==> config.mk <==
export PLATFORM = sky130hd
export DESIGN_NAME = dsci_top
export DESIGN_NICKNAME = d
export VERILOG_FILES = /design/src/logic/dsci_pkg.sv /design/src/logic/dsci_sock.sv /design/src/logic/dsci_top.sv
export VERILOG_INCLUDE_DIRS = /design/src /design/src/logic
export SDC_FILE = /design/constraint.sdc
export NUM_CORES = 1
export LEC_CHECK = 0
export BUFFER_PORTS_ARGS = -buffer_cell sky130_fd_sc_hd__buf_2
export CAP_MARGIN = 20
export CORE_ASPECT_RATIO = 0.75
export CORE_MARGIN = 5
export CORE_UTILIZATION = 44
export DETAILED_ROUTE_END_ITERATION = 10
export HOLD_SLACK_MARGIN = 0.05
export PLACE_DENSITY = 0.78
export SYNTH_ARGS = -nofsm -noshare
export SYNTH_HDL_FRONTEND = slang
export SYNTH_HIERARCHICAL = 1
export SYNTH_SLANG_ARGS = --single-unit
export TNS_END_PERCENT = 1
==> constraint.sdc <==
create_clock -name pclk -period 3.55 [get_ports pclk]
set_input_delay 1.065 -clock pclk [delete_from_list [all_inputs] [get_ports pclk]]
set_output_delay 1.065 -clock pclk [all_outputs]
set_load 0.005 [all_outputs]
==> src/logic/dsci_regs.svh <==
`ifndef DSCI_REGS_SVH
`define DSCI_REGS_SVH

// Register byte offsets on the APB bus.
`define DSCI_OFF_CTRL 8'h00
`define DSCI_OFF_CYC 8'h04
`define DSCI_OFF_DATA 8'h08
`define DSCI_OFF_STAT 8'h0c

// Control register width, reset value and bit positions.
`define DSCI_CTRL_W 11
`define DSCI_CTRL_RST 11'h060
`define DSCI_CTRL_MUX 0
`define DSCI_CTRL_IO_A 1
`define DSCI_CTRL_HI0 3
`define DSCI_CTRL_HI1 4
`define DSCI_CTRL_RST_A 5
`define DSCI_CTRL_VPP_A 7
`define DSCI_CTRL_SEL_IN 9
`define DSCI_CTRL_INIT 10

// Cycle register width; a write to it while idle launches one card cycle.
`define DSCI_CYC_W 21

// Status register field positions.
`define DSCI_STAT_BUSY 0
`define DSCI_STAT_A_LO 1
`define DSCI_STAT_B_LO 9
`define DSCI_STAT_WIDE 17

// Cycle timing, in nanoseconds and derived clock counts.
`define DSCI_CLK_MHZ 50
`define DSCI_SETUP_NS 30
`define DSCI_STRB_NS 100
`define DSCI_HOLD_NS 20
`define DSCI_SETUP_CYC ((`DSCI_SETUP_NS * `DSCI_CLK_MHZ + 999) / 1000)
`define DSCI_STRB_CYC ((`DSCI_STRB_NS * `DSCI_CLK_MHZ + 999) / 1000)
`define DSCI_HOLD_CYC ((`DSCI_HOLD_NS * `DSCI_CLK_MHZ + 999) / 1000)

`endif

==> src/logic/dsci_pkg.sv <==
package dsci_pkg;

    // Phases of one card cycle.
    typedef enum logic [1:0] {
        DSCI_IDLE,
        DSCI_SETUP,
        DSCI_STRB,
        DSCI_HOLD
    } dsci_phase_t;

    // Card address spaces.
    typedef enum logic [1:0] {
        DSCI_COMMON,
        DSCI_ATTR,
        DSCI_IO
    } dsci_space_t;

    // One card cycle request as written to the cycle register.
    typedef struct packed {
        logic wide;
        logic write;
        dsci_space_t space;
        logic sock;
        logic [15:0] addr;
    } dsci_cyc_t;

    // Pins arriving from one socket.
    typedef struct packed {
        logic present_n;
        logic ready;
        logic wp;
        logic bvd1;
        logic bvd2;
    } dsci_sock_in_t;

    // Pins driven toward one socket.
    typedef struct packed {
        logic high_en_n;
        logic low_en_n;
        logic attr_sel_n;
        logic reset;
        logic vpp;
    } dsci_sock_out_t;

    // Interpreted state of one socket.
    typedef struct packed {
        logic present;
        logic ready;
        logic irq;
        logic wprot;
        logic batt1;
        logic batt2;
        logic stschg;
        logic audio;
    } dsci_sock_stat_t;

    // Whole state of the controller.
    typedef struct packed {
        dsci_phase_t phase;
        logic [10:0] ctrl;
        dsci_cyc_t cyc;
        logic [15:0] wdata;
        logic [15:0] rdata;
        logic [3:0] cnt;
    } dsci_state_t;

endpackage

==> src/logic/dsci_sock.sv <==
`timescale 1ns/10ps
`default_nettype none

module dsci_sock (
    // Cycle decode
    input wire logic sel,
    input wire dsci_pkg::dsci_cyc_t cyc,
    input wire logic wide_ok,
    // Socket configuration
    input wire logic io_mode,
    input wire logic rst,
    input wire logic vpp,
    // Socket pins
    input wire dsci_pkg::dsci_sock_in_t pin_in,
    output var dsci_pkg::dsci_sock_out_t pin_out,
    // Interpreted socket state
    output var dsci_pkg::dsci_sock_stat_t stat
);

    logic dual;

    // Byte enables, space select, reset and programming supply.
    always_comb begin
        dual = cyc.wide & wide_ok;
        pin_out.high_en_n = ~(sel & (dual | cyc.addr[0]));
        pin_out.low_en_n = ~(sel & (dual | ~cyc.addr[0]));
        pin_out.attr_sel_n = ~(sel & (cyc.space != dsci_pkg::DSCI_COMMON));
        pin_out.reset = rst;
        pin_out.vpp = vpp;
    end

    // Input pins read according to the card type.
    always_comb begin
        stat.present = ~pin_in.present_n;
        stat.ready = ~io_mode & pin_in.ready;
        stat.irq = io_mode & pin_in.ready;
        stat.wprot = ~io_mode & pin_in.wp;
        stat.batt1 = ~io_mode & pin_in.bvd1;
        stat.stschg = io_mode & ~pin_in.bvd1;
        stat.batt2 = ~io_mode & pin_in.bvd2;
        stat.audio = io_mode & pin_in.bvd2;
    end

endmodule

`default_nettype wire

==> src/logic/dsci_top.sv <==
// Notes on behaviour
// - Buffer direction is high for writes to a card, low for reads.
// - High-byte enable of a socket goes low for odd bytes of that card.
// - Low-byte enable of a socket goes low for even bytes of that card.
// - Attribute select stays high for common memory, low for attribute memory.
// - Attribute select is also low during every card I/O access.
// - Printer select-in pin may become the card memory read strobe.
// - Printer initialise pin may become the card memory write strobe.
// - A low cycle-extend input stretches the cycle until it is released.
// - Each socket has a high card reset output, returning it to memory mode.
// - Ready input means ready for memory cards, interrupt for socket A I/O.
// - Write-protect input shows the card switch for memory cards.
// - Both write-protect inputs are ORed into a low 16-bit I/O indication.
// - Card address bits 24 and 25 come from configuration, shared by sockets.
// - A low card-detect input means the card sits properly in its socket.
// - First battery input is battery state, or low status change for I/O.
// - Second battery input is battery state, or card audio for I/O.
// - Each socket has a high programming voltage enable output.
//
// The placing of the registers and the APB interface to the registers were decided locally.
`include "dsci_regs.svh"
`timescale 1ns/10ps
`default_nettype none

module dsci_top (
    // Clock and reset
    input wire logic pclk,
    input wire logic presetn,
    // APB slave
    input wire logic [7:0] paddr,
    input wire logic psel,
    input wire logic penable,
    input wire logic pwrite,
    input wire logic [31:0] pwdata,
    output logic [31:0] prdata,
    output logic pready,
    output logic pslverr,
    // Shared card address and data
    output logic [15:0] card_addr,
    output logic card_addr_bit_hi0,
    output logic card_addr_bit_hi1,
    input wire logic [15:0] card_data_in,
    output logic [15:0] card_data_out,
    output logic card_data_oe,
    output logic card_buffer_direction,
    // Shared card control
    output logic card_io_read_n,
    output logic card_io_write_n,
    input wire logic card_cycle_extend_n,
    output logic wide_io_port_flag_n,
    // Parallel port pins shared with card strobes
    output logic printer_select_in_n,
    output logic printer_init_n,
    // Socket A pins
    output logic socket_a_high_byte_enable_n,
    output logic socket_a_low_byte_enable_n,
    output logic socket_a_attr_sel_n,
    output logic socket_a_reset,
    output logic socket_a_vpp,
    input wire logic socket_a_present_n,
    input wire logic socket_a_ready,
    input wire logic socket_a_wp,
    input wire logic socket_a_battery_status_one,
    input wire logic socket_a_battery_status_two,
    // Socket B pins
    output logic socket_b_high_byte_enable_n,
    output logic socket_b_low_byte_enable_n,
    output logic socket_b_attr_sel_n,
    output logic socket_b_reset,
    output logic socket_b_vpp,
    input wire logic socket_b_present_n,
    input wire logic socket_b_ready,
    input wire logic socket_b_wp,
    input wire logic socket_b_battery_status_one,
    input wire logic socket_b_battery_status_two,
    // Card events toward the system
    output logic socket_a_card_interrupt,
    output logic card_status_change,
    output logic [1:0] card_audio_in
);

    localparam int NSOCK = 2;

    dsci_pkg::dsci_state_t s;
    dsci_pkg::dsci_state_t s_next;
    dsci_pkg::dsci_sock_in_t sin [NSOCK];
    dsci_pkg::dsci_sock_out_t sout [NSOCK];
    dsci_pkg::dsci_sock_stat_t sstat [NSOCK];
    logic busy;
    logic in_strb;
    logic mem_cyc;
    logic io_cyc;
    logic wide_ok;
    logic acc;
    logic wr_acc;
    logic hit_ctrl;
    logic hit_cyc;
    logic hit_data;
    logic hit_stat;
    logic card_read_strobe_n;
    logic card_write_strobe_n;

    // Cycle qualifiers decoded from the state.
    assign busy = (s.phase != dsci_pkg::DSCI_IDLE);
    assign in_strb = (s.phase == dsci_pkg::DSCI_STRB);
    assign io_cyc = (s.cyc.space == dsci_pkg::DSCI_IO);
    assign mem_cyc = ~io_cyc;

    // APB address decode and access qualifiers.
    always_comb begin
        hit_ctrl = 1'b0;
        hit_cyc = 1'b0;
        hit_data = 1'b0;
        hit_stat = 1'b0;
        if (paddr == `DSCI_OFF_CTRL) begin
            hit_ctrl = 1'b1;
        end else if (paddr == `DSCI_OFF_CYC) begin
            hit_cyc = 1'b1;
        end else if (paddr == `DSCI_OFF_DATA) begin
            hit_data = 1'b1;
        end else if (paddr == `DSCI_OFF_STAT) begin
            hit_stat = 1'b1;
        end
    end

    assign acc = psel & penable;
    assign wr_acc = acc & pwrite;
    assign pready = 1'b1;

    // Unmapped addresses and a new cycle while one runs both answer with an error.
    assign pslverr = acc & (~(hit_ctrl | hit_cyc | hit_data | hit_stat)
                            | (hit_cyc & pwrite & busy));

    // Socket pins gathered into per-socket carriers.
    assign sin[0] = {socket_a_present_n, socket_a_ready, socket_a_wp,
                     socket_a_battery_status_one, socket_a_battery_status_two};
    assign sin[1] = {socket_b_present_n, socket_b_ready, socket_b_wp,
                     socket_b_battery_status_one, socket_b_battery_status_two};

    assign wide_io_port_flag_n = socket_a_wp | socket_b_wp;
    assign wide_ok = mem_cyc | ~wide_io_port_flag_n;

    // One decoder per socket; only the socket named by the cycle is selected.
    for (genvar g = 0; g < NSOCK; g++) begin : g_sock
        dsci_sock dsci_sock_inst (
            .sel(busy & (s.cyc.sock == 1'(g))),
            .cyc(s.cyc),
            .wide_ok(wide_ok),
            .io_mode(s.ctrl[`DSCI_CTRL_IO_A + g]),
            .rst(s.ctrl[`DSCI_CTRL_RST_A + g]),
            .vpp(s.ctrl[`DSCI_CTRL_VPP_A + g]),
            .pin_in(sin[g]),
            .pin_out(sout[g]),
            .stat(sstat[g])
        );
        assign card_audio_in[g] = sstat[g].audio;
    end

    // Socket outputs spread onto their pins.
    assign socket_a_high_byte_enable_n = sout[0].high_en_n;
    assign socket_a_low_byte_enable_n = sout[0].low_en_n;
    assign socket_a_attr_sel_n = sout[0].attr_sel_n;
    assign socket_a_reset = sout[0].reset;
    assign socket_a_vpp = sout[0].vpp;
    assign socket_b_high_byte_enable_n = sout[1].high_en_n;
    assign socket_b_low_byte_enable_n = sout[1].low_en_n;
    assign socket_b_attr_sel_n = sout[1].attr_sel_n;
    assign socket_b_reset = sout[1].reset;
    assign socket_b_vpp = sout[1].vpp;

    assign socket_a_card_interrupt = sstat[0].irq;
    assign card_status_change = sstat[0].stschg | sstat[1].stschg;

    // memory strobes only inside a strobe phase
    assign card_read_strobe_n = ~(in_strb & mem_cyc & ~s.cyc.write);
    assign card_write_strobe_n = ~(in_strb & mem_cyc & s.cyc.write);
    assign card_io_read_n = ~(in_strb & io_cyc & ~s.cyc.write);
    assign card_io_write_n = ~(in_strb & io_cyc & s.cyc.write);

    // pin sharing with the parallel port
    assign printer_select_in_n = s.ctrl[`DSCI_CTRL_MUX] ? card_read_strobe_n :
                                 ~s.ctrl[`DSCI_CTRL_SEL_IN];
    assign printer_init_n = s.ctrl[`DSCI_CTRL_MUX] ? card_write_strobe_n :
                            ~s.ctrl[`DSCI_CTRL_INIT];

    assign card_buffer_direction = busy & s.cyc.write;
    assign card_data_oe = busy & s.cyc.write;
    assign card_data_out = s.wdata;
    assign card_addr = s.cyc.addr;

    assign card_addr_bit_hi0 = s.ctrl[`DSCI_CTRL_HI0];
    assign card_addr_bit_hi1 = s.ctrl[`DSCI_CTRL_HI1];

    // Register read mux; unmapped addresses read as zero.
    always_comb begin
        prdata = 32'h0000_0000;
        if (hit_ctrl) begin
            prdata[`DSCI_CTRL_W-1:0] = s.ctrl;
        end else if (hit_cyc) begin
            prdata[`DSCI_CYC_W-1:0] = s.cyc;
        end else if (hit_data) begin
            prdata[15:0] = s.rdata;
        end else if (hit_stat) begin
            prdata[`DSCI_STAT_BUSY] = busy;
            prdata[`DSCI_STAT_A_LO +: 8] = sstat[0];
            prdata[`DSCI_STAT_B_LO +: 8] = sstat[1];
            prdata[`DSCI_STAT_WIDE] = wide_io_port_flag_n;
        end
    end

    // Next state: register writes and the card cycle sequencer.
    always_comb begin
        s_next = s;
        if (wr_acc & hit_ctrl) begin
            s_next.ctrl = pwdata[`DSCI_CTRL_W-1:0];
        end
        if (wr_acc & hit_data) begin
            s_next.wdata = pwdata[15:0];
        end
        case (s.phase)
            dsci_pkg::DSCI_IDLE: begin
                if (wr_acc & hit_cyc) begin
                    s_next.cyc = pwdata[`DSCI_CYC_W-1:0];
                    s_next.phase = dsci_pkg::DSCI_SETUP;
                    s_next.cnt = 4'(`DSCI_SETUP_CYC - 1);
                end
            end
            dsci_pkg::DSCI_SETUP: begin
                if (s.cnt == 4'h0) begin
                    s_next.phase = dsci_pkg::DSCI_STRB;
                    s_next.cnt = 4'(`DSCI_STRB_CYC - 1);
                end else begin
                    s_next.cnt = s.cnt - 4'h1;
                end
            end
            dsci_pkg::DSCI_STRB: begin
                if (s.cnt != 4'h0) begin
                    s_next.cnt = s.cnt - 4'h1;
                // wait states while extend is low
                end else if (card_cycle_extend_n) begin
                    if (~s.cyc.write) begin
                        s_next.rdata = card_data_in;
                    end
                    s_next.phase = dsci_pkg::DSCI_HOLD;
                    s_next.cnt = 4'(`DSCI_HOLD_CYC - 1);
                end
            end
            dsci_pkg::DSCI_HOLD: begin
                if (s.cnt == 4'h0) begin
                    s_next.phase = dsci_pkg::DSCI_IDLE;
                end else begin
                    s_next.cnt = s.cnt - 4'h1;
                end
            end
            default: begin
                s_next.phase = dsci_pkg::DSCI_IDLE;
            end
        endcase
    end

    // State register.
    always_ff @(posedge pclk or negedge presetn) begin
        if (!presetn) begin
            s.phase <= dsci_pkg::DSCI_IDLE;
            s.ctrl <= `DSCI_CTRL_RST;
            s.cyc <= '0;
            s.wdata <= 16'h0000;
            s.rdata <= 16'h0000;
            s.cnt <= 4'h0;
        end else begin
            s <= s_next;
        end
    end
endmodule

`default_nettype wire

* After elaboration in Yosys (flattened, before gate mapping)
Index checks and enable logic that the tools add are counted.
** Word-level totals
- Bits of input ports :: 72
- Word-level logic and storage cells :: 138
- Bits in registers :: 70
** Cells by class
- Mux-type cells :: 31
- Equality and inequality tests :: 14
- Bitwise operators :: 72
- Add/subtract/negate cells :: 1
- Reductions and logical operators :: 10
** Operators with widths (number)
- bitwise AND 1 bit :: 38
- two-way mux 18 bit :: 2
- inverter 1 bit :: 25
- two-way mux 4 bit :: 5
- equality test 8 x 4 -> 1 bit, second input constant :: 2
- two-way mux 16 bit :: 1
- one-hot mux 4 bit (4 select lines) :: 1
- two-way mux 1 bit :: 12
- two-way mux 2 bit :: 6
- != test 2 bit, second input constant :: 6
- two-way mux 11 bit :: 1
- two-way mux 10 bit :: 1
- bitwise OR 1 bit :: 9
- equality test 8 x 3 -> 1 bit, second input constant :: 1
- logical NOT 8 bit :: 1
- one-hot mux 2 bit (4 select lines) :: 1
- equality test 2 bit, second input constant :: 3
- AND reduction 5 bit :: 1
- logical NOT 4 bit :: 1
- AND reduction 4 bit :: 1
- nonzero test 2 bit :: 2
- nonzero test 4 bit :: 1
- subtractor 4 x 1 -> 4 bit, second input constant :: 1
- two-way mux 3 bit :: 1
- 5 further kinds :: 5

* Depth between registers and ports, before layout
Gate-level depths: netlist (run 1).
- Depth after elaboration :: 9
- Mapped depth :: 8
- Gate-level depth less buffers :: 6

* Cells and area by module
Netlist (run 1), hierarchy kept.
** Modules (own cells, without submodules)
- dsci_top :: cells an instance 308, area an instance 3837.4 um^2, seq. area each 1754.2 um^2, instances 1
- dsci_sock :: cells an instance 15, area an instance 98.8 um^2, seq. area each 0.0 um^2, instances 2

* Least setup slack after synthesis (run 1)
Ideal clock, no wire load.
- Path kind :: input -> output
- Start :: in paddr[2]
- End :: out prdata[0]
- Cell stages on the path :: 4
- Path buffers :: 2
- Setup slack :: -0.152 ns
- Data required time :: 2.485 ns
- Data arrival time :: 2.637 ns
- Path through :: clkbuf_1 -> clkbuf_1 -> mux4_2 -> and2_1
** On the way
- Word-level cells in the longest chain between the ends :: 9
- Elaborated cells between the ends (all ways) :: 18
- Those cells by class :: eq/ne (3); mux (14); reduce/logical (1)
** Ends and longest elaborated chain
- start: declaration :: RTL line dsci_top.sv:30 : input wire logic [7:0] paddr,
- equality test 8 x 4 -> 1 bit (no line)
- two-way mux 1 bit :: RTL line dsci_top.sv:121 : end else if (paddr == `DSCI_OFF_STAT) begin
- two-way mux 1 bit :: RTL line dsci_top.sv:119 : end else if (paddr == `DSCI_OFF_DATA) begin
- two-way mux 1 bit :: RTL line dsci_top.sv:117 : end else if (paddr == `DSCI_OFF_CYC) begin
- two-way mux 1 bit :: RTL line dsci_top.sv:115 : if (paddr == `DSCI_OFF_CTRL) begin
- two-way mux 18 bit :: RTL line dsci_top.sv:203 : end else if (hit_stat) begin
- two-way mux 16 bit :: RTL line dsci_top.sv:201 : end else if (hit_data) begin
- two-way mux 18 bit :: RTL line dsci_top.sv:199 : end else if (hit_cyc) begin
- two-way mux 11 bit * :: RTL line dsci_top.sv:197 : if (hit_ctrl) begin
- end: declaration :: RTL line dsci_top.sv:35 : output logic [31:0] prdata,
Every way passes the cells marked *; elsewhere a longest branch is shown, timed or not.

* Worst setup path in the final report (run 1)
- Start :: in paddr[1]
- End :: out prdata[2]
The elaborated chain is that of the path after synthesis.

==> reports/results.tsv, run 1 <==
metric	value	unit
cts_tree	done	
drive_gt1_share	56.9	%
combPwrFrac	25.5	%
ys_seq_elements	70	
p_per_area	512	mW/mm^2
final_cells	560	
drt-initial-drc-count	128	
outcome	finished, final reports clean	
skew	0.00308	ns
die_h	92.9	um
post_cts_buffers	0	
synth.distinct_cells	43	
tightest_slew	0.962	ns
maxCapViolCount	0	
worstSetupPathType	input port to primary output	
vias_per_cell	5.11	
r2r-end	s[15]	
finalSetupViolCount	0	
async_flop_share	100	%
antenna_found_initial	0	
r2r-start	s[0]	
synthFlopType	dfrtp_1	
multi_input_area	0.00187	sq mm
reg2reg_depth	5	
grt-ovfl-total	0	
first_pass_iters	4	
wl	10.1	mm
cp_max_fo	14	
intPower	0.00179	W
track_usage	18.5	%
syn_inst	338	
min_path_cells	1	
hold_buffers	0	
grt_pass1_wl	16.0	mm
cp.arrival	2.40	ns
rows	30	
netlist.area_leader.share	42.2	%
place_inst	545	
cts.sinks	70	
fin_crit	3.47	ns
via_count	2860	
yosys.area.top_type	dfrtp_1	
die-area	0.0112	sq mm
seqCellArea	0.00175	sq mm
ios	161	
clock_latency	0.33	ns
clock.fmax	288	MHz
synthTopCellsByArea	dfrtp_1 (42%), mux2_2 (17%), buf_4 (9.1%)	
hp-class	flop to flop	
coreArea	0.00901	sq mm
ant_nets	0	
hold_start	card_data_out[7]	
avgSynthCellArea	11.9	sq um
synth_edf_count	0	
p_leak	2.59	nW
ctsResizeCount	0	
clkPwrFrac	33.8	%
reg2reg_setup_slack	0.84	ns
clock_path_buffers	2	
yosysSeqAreaShare	43.5	%
first_global_vias	3046	
seqPwrFrac	40.7	%
worstSetupStartpointType	input port	
start_util	44.8	%
hpwl	7.64	mm
worstPathRequired	2.48	ns
clk_pin_slew	0.06	ns
end_kind	primary output	
relSlewSlack	35.7	%
nets	521	
drc_errors	0	
hold_end	card_data_out[7]	
cts_made_buffers	9	
cts-root-buf	clkbuf_16	
io_buffer_count	137	
max-vdd-ir-drop	0.000329	V
grt_setup_unrepaired	false	
areaGrowthSynthToFinish	20.1	%
htree_num_levels	3	
power_switching_share	27.9	%
die_width	121	um
p_sw	0.000692	W
globalplace.congestion	0.878	
yosysWarnings	6	
diodes	0	
period_share	97.7	%
hold_violations	0	
whs	0.496	ns
maxSlewViolCount	0	
grt_start_max_net_pins	71	
wire_per_inst	18.0	um
fillers	808	
syn-cell-area	0.00404	sq mm
==> worst max-delay path by stage <==
stage / from / end / slack (ns) / cells past startpoint
final: paddr[1] / prdata[2] / 0.08 / 6
after global routing: paddr[1] / prdata[2] / 0.02 / 6
after CTS: paddr[1] / prdata[13] / 0.0006 / 5
after detailed placement: paddr[1] / prdata[13] / -0.00001 / 5
after global placement: paddr[1] / prdata[13] / 0.03 / 5
after floorplan: paddr[1] / prdata[0] / 0.17 / 4
==> critical path, cell delays in order <==
cell    delay [ns]
buf_2         0.09
or4_4         0.56
nor3_2        0.15
buf_4         0.24
and2_1        0.17
buf_2         0.11
==> synth_stat cells, types with 2 or more instances <==
| cell | n |
|---|---|
| a22oi_1 | 5 |
| dfstp_2 | 2 |
| ha_1 | 5 |
| o21ai_1 | 2 |
| buf_2 | 3 |
| or2_2 | 2 |
| nand3_1 | 6 |
| nor2b_1 | 16 |
| mux2_4 | 10 |
| and2_1 | 18 |
| or3_1 | 2 |
| o21ai_0 | 3 |
| and2_4 | 2 |
| dfrtp_1 | 68 |
| a21oi_1 | 2 |
| clkbuf_1 | 7 |
| nand2_1 | 7 |
| inv_1 | 9 |
| buf_4 | 49 |
| or4_4 | 2 |
| nor3_1 | 6 |
| and2b_1 | 2 |
| conb_1 | 2 |
| nor3b_1 | 2 |
| nand2b_1 | 2 |
| nor2_1 | 14 |
| o21ai_2 | 4 |
| mux2_2 | 60 |
| mux2i_1 | 2 |
| mux4_2 | 11 |
==> routing by layer <==
metal  up-vias  global-route usage (%)  part of all wire, %
met1      1414                    23.8                   43
met3        10                    6.04                  7.4
li1       1328                       -                    -
met4         0                    4.62                 0.79
met2       108                    30.5                   48
met5         -                       0                    0
==> sequential cells by signal, indices dropped and copies added (netlist names) <==
signal and count:
s 36, card_addr 16, card_data_out 16, card_addr_bit_hi0 1
card_addr_bit_hi1 1
==> power groups by stage <==
stage | logic, W | registers, W | clock network [W]
after CTS | 0.000634 | 0.00101 | 0.000860
final | 0.000633 | 0.00101 | 0.000837
after detailed placement | 0.000634 | 0.00102 | 0
after floorplan | 0.000483 | 0.000993 | 0
after global routing | 0.000703 | 0.00102 | 0.000891
after global placement | 0.000602 | 0.00101 | 0
==> cell families after synthesis <==
| kind of cell | after synthesis | share of synthesized area [%] |
|---|---|---|
| muxes | 83 | 27.1 |
| and+or+nand+nor | 83 | 11.8 |
| DFF | 70 | 43.5 |
| buffers and inverters | 70 | 11.3 |
| AOI/OAI and AO/OA | 24 | 4.34 |
| adders and majority gates | 5 | 1.55 |
| other | 2 | 0.186 |
| xor gates and xnor gates | 1 | 0.217 |
==> stage by stage <==
step	setup TNS [ns]	worst slack [ns]	instance area, sq um	utilization (%)	power (W)
after detailed placement	-0.0000144	-0.0000144	4560	50.6	0.00165
after global placement	0	0.0274	4560	50.6	0.00161
after floorplan	0	0.175	4080	-	0.00148
after CTS	0	0.000598	4840	53.7	0.00250
after global routing	0	0.0195	4850	53.8	0.00262
final	0	0.0817	4850	53.8	0.00248
==> placed cells by master, fill, tap and decap left out, types with 6 or more instances in the layout <==
cell	Yosys	final
and2_1	18	18
buf_2	3	136
buf_4	49	9
clkbuf_16	0	9
conb_1	2	12
dfrtp_1	68	68
inv_1	9	9
mux2_2	60	60
mux2_4	10	10
mux4_2	11	11
nand2_1	7	7
nand3_1	6	6
nor2_1	14	14
nor2b_1	16	16
==> area by class of cell <==
class,count,area share (%)
clock buffer,14,5.65
clock inverter,1,0.103
sequential,70,36.2
timing repair buffer,146,15.9
multi-input combinational,208,38.6
inverter,9,0.697
tap,112,2.89
Power figures use the tool's default switching activity.
==> inputs of run 2 (changes only) <==
Settings changed: PLACE_DENSITY 0.78 to 0.77.
==> run 2 against run 1 <==
Against the previous run:
- sequential share of layout area down 0.15 points
- total power shrank 0.59%
- routed wire length rose by 0.58%
- worst hold slack improved by 0.0028 ns
- largest power group unchanged
- critical path type unchanged
- combinational power is 0.9% higher
==> reports/results.tsv, run 2 (synthesized netlist as in run 1, its figures left out) <==
metric	value	unit	change
outcome	finished, final reports clean		
wl_met1	4.29	mm	-1.7%
fillers	813		+0.62%
final_cell_mix	buf_2 (136), dfrtp_1 (68), mux2_2 (60), and2_1 (18), nor2b_1 (16)		
grt_setup_unrepaired	false		
end_kind	primary output		
wire_per_inst	18.1	um	+0.40%
post-route-util	54.0	%	+0.22 points
hpwl	7.50	mm	-1.8%
vias_per_cell	5.15		+0.76%
maxCapViolCount	0		unchanged
multi_input_area	0.00188	sq mm	+0.33%
worstSetupStartpointType	input port		
maxSlewViolCount	0		unchanged
max-vdd-ir-drop	0.000354	V	+7.5%
routed-wl-met2	4.98	mm	+1.8%
start_util	44.8	%	unchanged
ant_nets	0		unchanged
clock_path_buffers	2		unchanged
htree_num_levels	3		unchanged
hold_violations	0		unchanged
seqCellArea	0.00175	sq mm	unchanged
rows	30		unchanged
finalPower	0.00246	W	-0.59%
dr_wl_met3	722	um	-3.7%
diodes	0		unchanged
p_leak	2.59	nW	about the same
worstSetupPathType	input port to primary output		
reg2reg_setup_slack	1.00	ns	+0.16 ns
grt_pass1_wl	16.0	mm	+0.13%
tightest_slew	0.906	ns	-0.0563 ns
routed.top_layer	met4		
largest_register	s		
die_width	121	um	unchanged
first_pass_iters	4		unchanged
nets	521		unchanged
cp.arrival	2.42	ns	+0.02 ns
globalplace.congestion	0.848		-3.4%
coreArea	0.00901	sq mm	unchanged
clock_latency	0.33	ns	about the same
wl	10.1	mm	+0.58%
cts-root-buf	clkbuf_16		
largest_reg_flops	36		unchanged
areaGrowthSynthToFinish	20.6	%	
grt-ovfl-total	0		unchanged
track_usage	18.4	%	-0.13 points
relSlewSlack	39.6	%	+3.9 points
p_per_area	507	mW/mm^2	-0.99%
hp-class	flop to flop		
layout_commonest_cell	buf_2		
drive_gt1_share	57.5	%	+0.54 points
drt-initial-drc-count	106		-17%
skew	0.00539	ns	+0.00231 ns
worstPathRequired	2.48	ns	about the same
cts_made_buffers	9		unchanged
first_global_vias	3109		+2.1%
grt_start_max_net_pins	71		unchanged
cp_max_fo	6		-8
cts_tree	done		
via_count	2887		+0.94%
die-area	0.0112	sq mm	unchanged
antenna_found_initial	0		unchanged
io_buffer_count	137		unchanged
fin_crit	3.48	ns	+0.0163 ns
finalSetupViolCount	0		unchanged
drc_errors	0		unchanged
clk_pin_slew	0.05	ns	about the same
post_cts_buffers	0		unchanged
die_h	92.9	um	unchanged
period_share	98.2	%	+0.46 points
ios	161		unchanged
cts.sinks	70		unchanged
clock.fmax	287	MHz	-0.47%
run 2: changes by cell type in the layout (fill, tap and decap cells not counted), sizes merged:
cell      change
clkinvlp      +3
clkbuf        -4
clkinv        +2
run 2: layout make-up:
class	instances	share of cell area (%)
clock buffer	10	4.91
clock inverter	6	0.771
inverter	9	0.694
multi-input combinational	208	38.6
sequential	70	36.1
tap	112	2.88
timing repair buffer	146	16.1
run 2: worst max-delay path, cell delays in order:
cell	delay (ns)
buf_2	0.10
or4_4	0.57
or3_4	0.40
nor2_1	0.16
buf_2	0.13
run 2: worst paths after layout:
kind / from / endpoint / depth (start not counted)
setup / recovery: paddr[1] / prdata[15] / 5
hold / removal: card_data_out[3] / card_data_out[3] / 1
setup reg to reg: s[0] / s[5] / 6
hold reg to reg: card_data_out[3] / card_data_out[3] / 1
max in group asynchronous: presetn / card_data_out[0] / 1
min in group asynchronous: presetn / card_data_out[2] / 1
run 2: through the flow:
step,hold slack (ns),TNS (ns),worst slack (ns),instance area (sq um),std cells
after floorplan,0.474,0,0.175,4080,348
final,0.499,0,0.0654,4870,561
after detailed placement,0.488,-0.00550,-0.00550,4570,545
after global placement,0.481,0,0.0468,4570,545
after global routing,0.509,0,0.0262,4870,561
after CTS,0.501,0,0.0234,4860,561
run 2: power breakdown:
group	internal [W]	total [W]	switching, W	leakage (nW)
sequential	0.000929	0.00101	0.0000789	0.931
clock	0.000487	0.000818	0.000331	0.130
combinational	0.000336	0.000639	0.000303	1.52
total	0.00175	0.00246	0.000713	2.59
run 2: routing by layer:
metal,vias up,track usage [%]
met5,-,0
li1,1339,-
met2,103,30.5
met1,1428,23.1
met3,17,6.35
met4,0,4.62
run 2: what timing repair did:
action	4_1_cts	5_1_grt
setup endpoints to repair	1	11
hold buffers	0	0
cloned	0	0
resized for setup	1	2
==> inputs of run 3 (changes only) <==
Settings changed: CORE_ASPECT_RATIO 0.75 to 2.
==> run 3 against run 2 <==
Against the previous run:
- clock skew up 0.0018 ns
- count of clock-buffer cells in the layout up 2
- sequential power about the same
- worst hold slack worse by 0.0015 ns
- register-to-register slack better by 0.10 ns
- cell count down 1.6%
- via count up 0.28%
- global-route usage up 0.58 points
==> reports/results.tsv, run 3 (synthesized netlist as in run 1, its figures left out) <==
metric	value	unit	change
outcome	finished, final reports clean		
vias_per_cell	5.24		+1.9%
p_leak	2.63	nW	+1.5%
seqCellArea	0.00175	sq mm	unchanged
wl	10.6	mm	+4.7%
hp-class	flop to flop		
cts.sinks	70		unchanged
max-vdd-ir-drop	0.000431	V	+22%
post-route-util	54.6	%	+0.60 points
drc_errors	0		unchanged
clock_latency	0.33	ns	about the same
first_global_vias	3201		+3.0%
r2r-end	s[7]		
hold_buffers	0		unchanged
die_width	77.7	um	-36%
routed.top_layer	met4		
maxSlewViolCount	0		unchanged
min_path_cells	1		unchanged
areaGrowthSynthToFinish	22.0	%	
drive_gt1_share	57.3	%	-0.13 points
fin_setup_tns	0	ns	unchanged
coreArea	0.00901	sq mm	about the same
combPwrFrac	23.9	%	-2.0 points
fillers	790		-2.8%
wire_per_inst	19.2	um	+6.4%
cp_max_fo	6		unchanged
cp.arrival	2.43	ns	about the same
power_switching_share	26.8	%	-2.1 points
globalplace.congestion	0.900		+6.1%
htree_num_levels	3		unchanged
multi_input_area	0.00187	sq mm	-0.60%
p_sw	0.000710	W	-0.46%
r2r-start	s[0]		
track_usage	19.0	%	+0.58 points
reg2reg_setup_slack	1.10	ns	+0.10 ns
period_share	98.3	%	+0.16 points
skew	0.00717	ns	+0.00179 ns
dr_wl_met3	532	um	-26%
first_pass_iters	4		unchanged
grt_start_max_net_pins	67		-5.6%
nets	522		+0.19%
drt-initial-drc-count	109		+2.8%
cts_made_buffers	9		unchanged
grt_pass1_wl	16.6	mm	+3.4%
hpwl	8.08	mm	+7.7%
grt_setup_unrepaired	false		
io_buffer_count	137		unchanged
end_kind	primary output		
hold_violations	0		unchanged
final_cell_mix	buf_2 (137), dfrtp_1 (68), mux2_2 (60), and2_1 (18), nor2b_1 (16)		
fin_crit	3.49	ns	+0.00556 ns
hold_start	card_data_out[5]		
largest_register	s		
intPower	0.00194	W	+11%
die-area	0.0113	sq mm	+0.86%
ctsResizeCount	0		-1
diodes	0		unchanged
layout_commonest_cell	buf_2		
rows	49		+63%
finalSetupViolCount	0		unchanged
seqPwrFrac	38.0	%	-2.9 points
worstSetupPathType	input port to primary output		
clkPwrFrac	38.1	%	+4.9 points
hold_end	card_data_out[5]		
reg2reg_depth	6		unchanged
via_count	2895		+0.28%
start_util	44.8	%	about the same
pre_cts_ws	0.0602	ns	+0.0657 ns
ant_nets	0		unchanged
maxCapViolCount	0		unchanged
worstPathRequired	2.48	ns	about the same
place_inst	536		-1.7%
antenna_found_initial	0		unchanged
worstSetupStartpointType	input port		
die_h	145	um	+56%
p_per_area	538	mW/mm^2	+6.2%
post_cts_buffers	0		unchanged
clock_path_buffers	2		unchanged
tightest_slew	0.854	ns	-0.0522 ns
clk_pin_slew	0.06	ns	about the same
relSlewSlack	43.1	%	+3.5 points
crit_path_start	paddr[1]		
clock.fmax	287	MHz	-0.16%
routed-wl-met2	5.97	mm	+20%
largest_reg_flops	36		unchanged
cts-root-buf	clkbuf_16		
cts_tree	done		
ios	161		unchanged
grt-ovfl-total	0		unchanged
setup_ws	0.0598	ns	-0.00556 ns
final_cells	552		-1.6%
wl_met1	3.72	mm	-13%
run 3: per-stage QoR:
stage / cell area, sq um / hold slack [ns] / power [W]
6_report: 4920 / 0.497 / 0.00265
3_3_place_gp: 4580 / 0.482 / 0.00161
4_1_cts: 4920 / 0.499 / 0.00268
5_1_grt: 4920 / 0.513 / 0.00279
2_1_floorplan: 4080 / 0.474 / 0.00148
3_5_place_dp: 4580 / 0.487 / 0.00165
run 3: worst max path at each step:
stage,to,slack [ns],cells past startpoint
finish,prdata[14],0.06,5
global route,prdata[15],0.002,5
CTS,prdata[14],0.06,5
detailed placement,prdata[14],0.06,5
global placement,prdata[4],0.06,6
floorplan,prdata[0],0.17,4
run 3: per-layer routing:
layer	vias up	GRT usage (%)
met5	-	0
met4	0	10.6
met3	26	3.97
met2	98	34.3
met1	1436	19.7
li1	1335	-
run 3: layout make-up:
type | count | share of cell area, %
flip-flops and latches | 70 | 35.6
inverters | 9 | 0.686
well taps | 102 | 2.59
clock inverters | 4 | 1.55
multi-input cells | 208 | 37.9
repair buffers | 147 | 16.2
clock buffers | 12 | 5.41
run 3: power by group through the flow:
| stage | logic (W) | clock network (W) | registers (W) |
|---|---|---|---|
| after floorplan | 0.000483 | 0 | 0.000993 |
| after global placement | 0.000605 | 0 | 0.00101 |
| after detailed placement | 0.000632 | 0 | 0.00102 |
| after CTS | 0.000635 | 0.00104 | 0.00100 |
| after global routing | 0.000700 | 0.00106 | 0.00102 |
| final | 0.000632 | 0.00101 | 0.00101 |
run 3: worst max-delay path: stages:
cell,delay [ns]
buf_2,0.10
or4_4,0.54
or3_1,0.45
nor2_1,0.14
buf_2,0.13
